<file path="src/verilog/pio_pkg.sv">
// Package: register map, reset values and carrier types for the parallel I/O tail block
package pio_pkg;
  localparam int          PIO_LINES      = 32;
  localparam logic [7:0]  OFF_OUT_SET    = 8'h30;
  localparam logic [7:0]  OFF_OUT_CLR    = 8'h34;
  localparam logic [7:0]  OFF_ODATA      = 8'h38;
  localparam logic [7:0]  OFF_PIN_LEVEL  = 8'h3C;
  localparam logic [7:0]  OFF_IRQ_EN_SET = 8'h40;
  localparam logic [7:0]  OFF_IRQ_EN_CLR = 8'h44;
  localparam logic [7:0]  OFF_IRQ_MASK   = 8'h48;
  localparam logic [7:0]  OFF_EDGE_FLAGS = 8'h4C;
  localparam logic [7:0]  OFF_OD_SET     = 8'h50;
  localparam logic [7:0]  OFF_OD_CLR     = 8'h54;
  localparam logic [7:0]  OFF_OD_STATE   = 8'h58;
  localparam logic [31:0] RST_ODATA      = 32'h0000_0000;
  localparam logic [31:0] RST_IRQ_MASK   = 32'h0000_0000;
  localparam logic [31:0] RST_EDGE_FLAGS = 32'h0000_0000;
  localparam logic [31:0] RST_OD_STATE   = 32'h0000_0000;
  localparam logic [1:0]  RESP_OKAY      = 2'h0;
  localparam logic [1:0]  RESP_SLVERR    = 2'h2;

  // Per-line pin drive towards the pad
  typedef struct packed {
    logic [31:0] out;
    logic [31:0] oe;
  } pio_pad_t;
endpackage : pio_pkg

</file>
<file path="src/verilog/pio_top.sv">
// Parallel I/O tail: data readback, pin levels, edge interrupts, open drain, AXI4-Lite slave
//
// The implementer's own choice: the AXI4-Lite interface to the registers.
`timescale 1ns/1ps
module pio_top
  import pio_pkg::*;
#(
  parameter int N = 32
) (
  input  wire logic                  aclk,
  input  wire logic                  aresetn,
  input  wire logic [7:0]            s_axi_awaddr,
  input  wire logic                  s_axi_awvalid,
  output wire logic                  s_axi_awready,
  input  wire logic [31:0]           s_axi_wdata,
  input  wire logic [3:0]            s_axi_wstrb,
  input  wire logic                  s_axi_wvalid,
  output wire logic                  s_axi_wready,
  output      logic [1:0]            s_axi_bresp,
  output      logic                  s_axi_bvalid,
  input  wire logic                  s_axi_bready,
  input  wire logic [7:0]            s_axi_araddr,
  input  wire logic                  s_axi_arvalid,
  output wire logic                  s_axi_arready,
  output      logic [31:0]           s_axi_rdata,
  output      logic [1:0]            s_axi_rresp,
  output      logic                  s_axi_rvalid,
  input  wire logic                  s_axi_rready,
  input  wire logic [N-1:0]          line_owner,
  input  wire logic [N-1:0]          output_enable_state,
  input  wire logic [N-1:0]          pin_in,
  output      pio_pkg::pio_pad_t     pad,
  output wire logic                  irq
);
  import pio_pkg::*;

  logic [N-1:0] odata_reg;
  logic [N-1:0] irq_mask_reg;
  logic [N-1:0] edge_flags_reg;
  logic [N-1:0] od_state_reg;
  logic [N-1:0] pin_sync1_reg;
  logic [N-1:0] pin_sync2_reg;
  logic [N-1:0] pin_prev_reg;
  logic         aw_held_reg;
  logic [7:0]   awaddr_reg;
  logic         w_held_reg;
  logic [31:0]  wdata_reg;
  logic [3:0]   wstrb_reg;

  // Write: address and data latched independently, committed when both held
  assign s_axi_awready = !aw_held_reg && !s_axi_bvalid;
  assign s_axi_wready  = !w_held_reg && !s_axi_bvalid;
  wire aw_hs = s_axi_awvalid && s_axi_awready;
  wire w_hs  = s_axi_wvalid && s_axi_wready;
  wire wr_fire = aw_held_reg && w_held_reg;

  always_ff @(posedge aclk)
  begin
    if (!aresetn)
    begin
      aw_held_reg <= 1'b0;
      w_held_reg  <= 1'b0;
      awaddr_reg  <= 8'h00;
      wdata_reg   <= 32'h0000_0000;
      wstrb_reg   <= 4'h0;
    end
    else
    begin
      if (aw_hs)
      begin
        aw_held_reg <= 1'b1;
        awaddr_reg  <= s_axi_awaddr;
      end
      else if (wr_fire)
        aw_held_reg <= 1'b0;
      if (w_hs)
      begin
        w_held_reg <= 1'b1;
        wdata_reg  <= s_axi_wdata;
        wstrb_reg  <= s_axi_wstrb;
      end
      else if (wr_fire)
        w_held_reg <= 1'b0;
    end
  end

  // Byte strobes mask the set/clear word so untouched lanes have no effect
  logic [31:0] wmask;
  always_comb
  begin
    for (int b = 0; b < 4; b++)
      wmask[8*b +: 8] = wdata_reg[8*b +: 8] & {8{wstrb_reg[b]}};
  end
  wire [N-1:0] wbits   = wmask[N-1:0];
  wire         wr_ok   = (awaddr_reg[1:0] == 2'h0);
  wire         wr_oset = wr_fire && wr_ok && (awaddr_reg == OFF_OUT_SET);
  wire         wr_oclr = wr_fire && wr_ok && (awaddr_reg == OFF_OUT_CLR);
  wire         wr_ieset = wr_fire && (awaddr_reg == OFF_IRQ_EN_SET);
  wire         wr_ieclr = wr_fire && (awaddr_reg == OFF_IRQ_EN_CLR);
  wire         wr_odset = wr_fire && (awaddr_reg == OFF_OD_SET);
  wire         wr_odclr = wr_fire && (awaddr_reg == OFF_OD_CLR);
  wire         wr_hit  = wr_oset || wr_oclr || wr_ieset || wr_ieclr || wr_odset || wr_odclr;

  always_ff @(posedge aclk)
  begin
    if (!aresetn)
    begin
      s_axi_bvalid <= 1'b0;
      s_axi_bresp  <= RESP_OKAY;
    end
    else if (wr_fire)
    begin
      s_axi_bvalid <= 1'b1;
      s_axi_bresp  <= wr_hit ? RESP_OKAY : RESP_SLVERR;
    end
    else if (s_axi_bready)
      s_axi_bvalid <= 1'b0;
  end

  // Clear applied after set, so a word touching both leaves the line low
  always_ff @(posedge aclk)
  begin
    if (!aresetn)
      odata_reg <= RST_ODATA[N-1:0];
    else
      odata_reg <= (odata_reg | (wr_oset ? wbits : '0))
                   & ~(wr_oclr ? wbits : '0);
  end

  always_ff @(posedge aclk)
  begin
    if (!aresetn)
      irq_mask_reg <= RST_IRQ_MASK[N-1:0];
    else
      irq_mask_reg <= (irq_mask_reg | (wr_ieset ? wbits : '0))
                      & ~(wr_ieclr ? wbits : '0);
  end

  always_ff @(posedge aclk)
  begin
    if (!aresetn)
      od_state_reg <= RST_OD_STATE[N-1:0];
    else
      od_state_reg <= (od_state_reg | (wr_odset ? wbits : '0))
                      & ~(wr_odclr ? wbits : '0);
  end

  // Pins are asynchronous; the first stage feeds only the second
  always_ff @(posedge aclk)
  begin
    pin_sync1_reg <= pin_in;
    pin_sync2_reg <= pin_sync1_reg;
  end

  // Previous level loaded from the synchroniser so reset invents no edge
  logic prev_valid_reg;
  always_ff @(posedge aclk)
  begin
    if (!aresetn)
      prev_valid_reg <= 1'b0;
    else
      prev_valid_reg <= 1'b1;
    pin_prev_reg <= pin_sync2_reg;
  end
  wire [N-1:0] edge_seen = prev_valid_reg ? (pin_sync2_reg ^ pin_prev_reg) : '0;

  // Read channel
  assign s_axi_arready = !s_axi_rvalid;
  wire ar_hs = s_axi_arvalid && s_axi_arready;
  wire rd_flags = ar_hs && (s_axi_araddr == OFF_EDGE_FLAGS);

  // Set wins over the read-clear so an edge in the read cycle is kept
  always_ff @(posedge aclk)
  begin
    if (!aresetn)
      edge_flags_reg <= RST_EDGE_FLAGS[N-1:0];
    else
      edge_flags_reg <= (rd_flags ? '0 : edge_flags_reg) | edge_seen;
  end

  logic [31:0] rd_word;
  logic        rd_hit;
  always_comb
  begin
    rd_word = 32'h0000_0000;
    rd_hit  = 1'b1;
    unique case (s_axi_araddr)
      OFF_ODATA:      rd_word[N-1:0] = odata_reg;
      OFF_PIN_LEVEL:  rd_word[N-1:0] = pin_sync2_reg;
      OFF_IRQ_MASK:   rd_word[N-1:0] = irq_mask_reg;
      OFF_EDGE_FLAGS: rd_word[N-1:0] = edge_flags_reg;
      OFF_OD_STATE:   rd_word[N-1:0] = od_state_reg;
      OFF_OUT_SET, OFF_OUT_CLR, OFF_IRQ_EN_SET, OFF_IRQ_EN_CLR,
      OFF_OD_SET, OFF_OD_CLR: rd_word = 32'h0000_0000;
      default:        rd_hit = 1'b0;
    endcase
  end

  always_ff @(posedge aclk)
  begin
    if (!aresetn)
    begin
      s_axi_rvalid <= 1'b0;
      s_axi_rdata  <= 32'h0000_0000;
      s_axi_rresp  <= RESP_OKAY;
    end
    else if (ar_hs)
    begin
      s_axi_rvalid <= 1'b1;
      s_axi_rdata  <= rd_word;
      s_axi_rresp  <= rd_hit ? RESP_OKAY : RESP_SLVERR;
    end
    else if (s_axi_rready)
      s_axi_rvalid <= 1'b0;
  end

  // Pad drive per line; registered so the pad never glitches on decode
  logic [N-1:0] pad_out_reg;
  logic [N-1:0] pad_oe_reg;
  wire  [N-1:0] pad_out_next;
  wire  [N-1:0] pad_oe_next;
  genvar g;
  generate
    for (g = 0; g < N; g++)
    begin : g_line
      wire drive = line_owner[g] && output_enable_state[g];
      assign pad_out_next[g] = od_state_reg[g] ? 1'b0 : odata_reg[g];
      assign pad_oe_next[g]  = drive && !(od_state_reg[g] && odata_reg[g]);
    end
  endgenerate

  // Reset releases every pad so nothing fights the board while it boots
  always_ff @(posedge aclk)
  begin
    if (!aresetn)
    begin
      pad_out_reg <= '0;
      pad_oe_reg  <= '0;
    end
    else
    begin
      pad_out_reg <= pad_out_next;
      pad_oe_reg  <= pad_oe_next;
    end
  end

  // Lines above N are never driven
  always_comb
  begin
    pad            = '0;
    pad.out[N-1:0] = pad_out_reg;
    pad.oe[N-1:0]  = pad_oe_reg;
  end

  assign irq = |(edge_flags_reg & irq_mask_reg);
endmodule : pio_top

</file>
<file path="config.mk">
export PLATFORM = sky130hd
export DESIGN_NAME = pio_top
export DESIGN_NICKNAME = d
export VERILOG_FILES = /design/src/verilog/pio_pkg.sv /design/src/verilog/pio_top.sv
export SDC_FILE = /design/constraint.sdc
export NUM_CORES = 1
export LEC_CHECK = 0
export BUFFER_PORTS_ARGS = -buffer_cell sky130_fd_sc_hd__buf_2
export CORE_MARGIN = 2
export CORE_UTILIZATION = 50
export CTS_CLUSTER_DIAMETER = 60
export DETAILED_ROUTE_END_ITERATION = 7
export GPL_ROUTABILITY_DRIVEN = 0
export PLACE_DENSITY = 0.85
export REMOVE_ABC_BUFFERS = 1
export SYNTH_ARGS = -nofsm -noshare
export SYNTH_HDL_FRONTEND = slang
export SYNTH_SLANG_ARGS = --single-unit
</file>
<file path="constraint.sdc">
create_clock -name aclk -period 1.83 [get_ports aclk]
set_input_delay 0.2745 -clock aclk [delete_from_list [all_inputs] [get_ports aclk]]
set_output_delay 0.2745 -clock aclk [all_outputs]
set_load 0.05 [all_outputs]
</file>
==> metrics <==
status=finished, violations left; failing checks=DRC, hold timing, setup timing; max_cap viols=0; post-synthesis sequential area ratio=56.1%; CTS buffer count=38; min Tclk post-route=2.37 ns; area leader, netlist=dfxtp_1; RSZ-0062 raised after global routing=yes; Primary FF master, synth=dfxtp_1; top cell types by occurrence after synthesis=371 x dfxtp_1, 186 x nand2_1, 101 x a21oi_1; dpl hpwl=27.3 mm; H-tree depth=2; worst r2r dst=irq_mask_reg[0]; ANT nets after route=0; Final Power=18.3 mW; share of the synthesized area in the top cell type=56.1%; Post-Synthesis Cells=1331; Critical Path Source=edge_flags_reg[9]; clock skew=0.0138 ns; fin util=68.4%; Worst-Margin Slew=0.599 ns; worst skew pair latency=0.53 ns; WHS=-0.00572 ns; Area Overhead vs Synth=34.6%; I/O pin cnt=261; dpl cells=1892; share of cells above drive strength 1=25.0%; Post-synth EDFFs=0; Max Freq=422 MHz; WL final=44.8 mm; fillers=1829; Total GRT Usage=30.3%; worst rel slew slack=60.0%; total grt overflow=0; Final Hold Vio Count=1; fin crit share=130%; number of global-route vias before repair=12400; dpl cell area=15200 um^2; flop-to-flop setup slack=0.08 ns; drc violations=4; maximum vdd ir drop=1080 uV; site row count=59; core region area=26100 um^2; syn_area_per_cell=9.95 um^2; final std cells w/o fill=2087; die height=167 um; Worst EP required=1.56 ns; Post-Syn Area=13200 um^2; P_leak=7.50 nW; CTS Sinks=371; fin area=17800 um^2; Routed WL per cell=21.5 um; root buf cell=clkbuf_16; 1st-pass router iterations=8; post-synthesis register bit count=371; Unique masters post-synth=57; ys async rst share=0%; Die Width=167 um; Critical Path End=irq; initial antenna violation count=1; vias per cell=6.02; fin. max-slew vios=0; die area=27800 um^2; first-pass GRT wire length=67.4 mm; CP arrival=2.10 ns; clock transition at the registers of the reported paths=0.06 ns; largest net degree at the start of global routing=69; First DRT Iteration DRCs=1420; crit path capture type=output port; Synth warnings=0; nets@finish=1876; CTS Buffer Depth=3; HP Class=in -> reg; crit-path max FO=3; initial core utilization=50.8%; FF-to-FF Start=awaddr_reg[1]; R2R depth=5; buffers added on ports=258; P per Cell Area=1030 nW/um^2; most frequent cell after synthesis=dfxtp_1; min setup slack post-route=-0.542 ns; Vias=12600; Crit Path Class=reg -> out; CTS tree=done; largest cells by area after synthesis=dfxtp_1 56%, nand2_1 5.3%, o221a_1 5.0%; crit start category=flip-flop; Setup-failing EPs final=1
[area by class of cell]
type,count,area [um^2],share of cell area [%]
Timing Repair Buffer,451,3260,18.3
Inverter,4,16.3,0.0913
Clock inverter,12,140,0.786
Antenna cell,2,5.00,0.0281
Sequential cell,371,7430,41.7
Clock buffer,57,1170,6.54
Tap cell,335,419,2.35
Multi-Input combinational cell,855,5390,30.2
[logic make-up (layout without fill, tap and decap cells)]
logic type | after synthesis | count (layout) | share of synthesized area, %
DFF | 371 | 371 | 56.1
AOI/OAI and AO/OA | 325 | 325 | 18.2
and+or+nand+nor | 434 | 434 | 15.0
muxes | 62 | 62 | 4.77
buffers and inverters | 106 | 524 | 3.79
other | 1 | 4 | 0.0283
xor gates and xnor gates | 32 | 32 | 2.12
[layer usage]
layer | wire length (um) | up-vias | GRT usage, % | part of all wire [%]
met4 | 2380 | 0 | 15.1 | 5.3
met3 | 4570 | 193 | 7.27 | 10
li1 | - | 5603 | - | -
met5 | 0 | - | 0 | 0
met2 | 20900 | 771 | 49.9 | 47
met1 | 17000 | 5989 | 37.1 | 38
[critical path, cell delays in order (launching register included)]
cell and delay (ns):
dfxtp_2 0.33, a22oi_2 0.26, nand4_1 0.18, or4_4 0.61, buf_8 0.18
[placed cells by master (no fill, tap or decap), types with 53 or more instances in the layout]
| cell | count |
|---|---|
| buf_2 | 256 |
| buf_4 | 62 |
| nor3_1 | 63 |
| o221a_1 | 59 |
| dlygate4sd3_1 | 115 |
| nand2_1 | 185 |
| a21oi_1 | 101 |
| dfxtp_1 | 369 |
| nand3_1 | 68 |
| a22oi_1 | 66 |
| mux2i_1 | 53 |
| nor2_1 | 74 |
[worst min-delay path by stage]
stage / startpoint / endpoint / slack [ns] / depth (start not counted)
after floorplan: pin_in[0] / pin_sync1_reg[0] / 0.30 / 0
after global placement: pin_sync1_reg[26] / pin_sync2_reg[26] / 0.31 / 0
after detailed placement: pin_sync1_reg[10] / pin_sync2_reg[10] / 0.31 / 0
after CTS: line_owner[22] / pad_oe_reg[22] / 0.0001 / 3
after global routing: line_owner[22] / pad_oe_reg[22] / 0.01 / 3
final: line_owner[22] / pad_oe_reg[22] / -0.006 / 3
[what timing repair did]
item | in CTS | in global routing
setup buffers | 0 | 6
hold buffers | 113 | 2
endpoints found under the setup margin | 1 | 28
cloned | 0 | 3
endpoints found under the hold margin | 95 | 1
pin swaps | 2 | 7
resized for setup | 8 | 9
[report_power, final]
part	internal, mW	switching (mW)
registers	8.38	0.217
logic	0.668	1.03
clock network	4.84	3.17
[per-stage QoR]
stage / setup WS (ns) / hold slack (ns) / setup TNS, ns
5_1_grt: -0.546 / 0.0115 / -0.546
3_3_place_gp: -0.0844 / 0.312 / -0.140
2_1_floorplan: -1.31 / 0.302 / -145.72
6_report: -0.542 / -0.00572 / -0.542
3_5_place_dp: -0.0849 / 0.312 / -0.881
4_1_cts: -0.502 / 0.000135 / -0.502
Note: power is estimated with default switching activity, not from simulation.
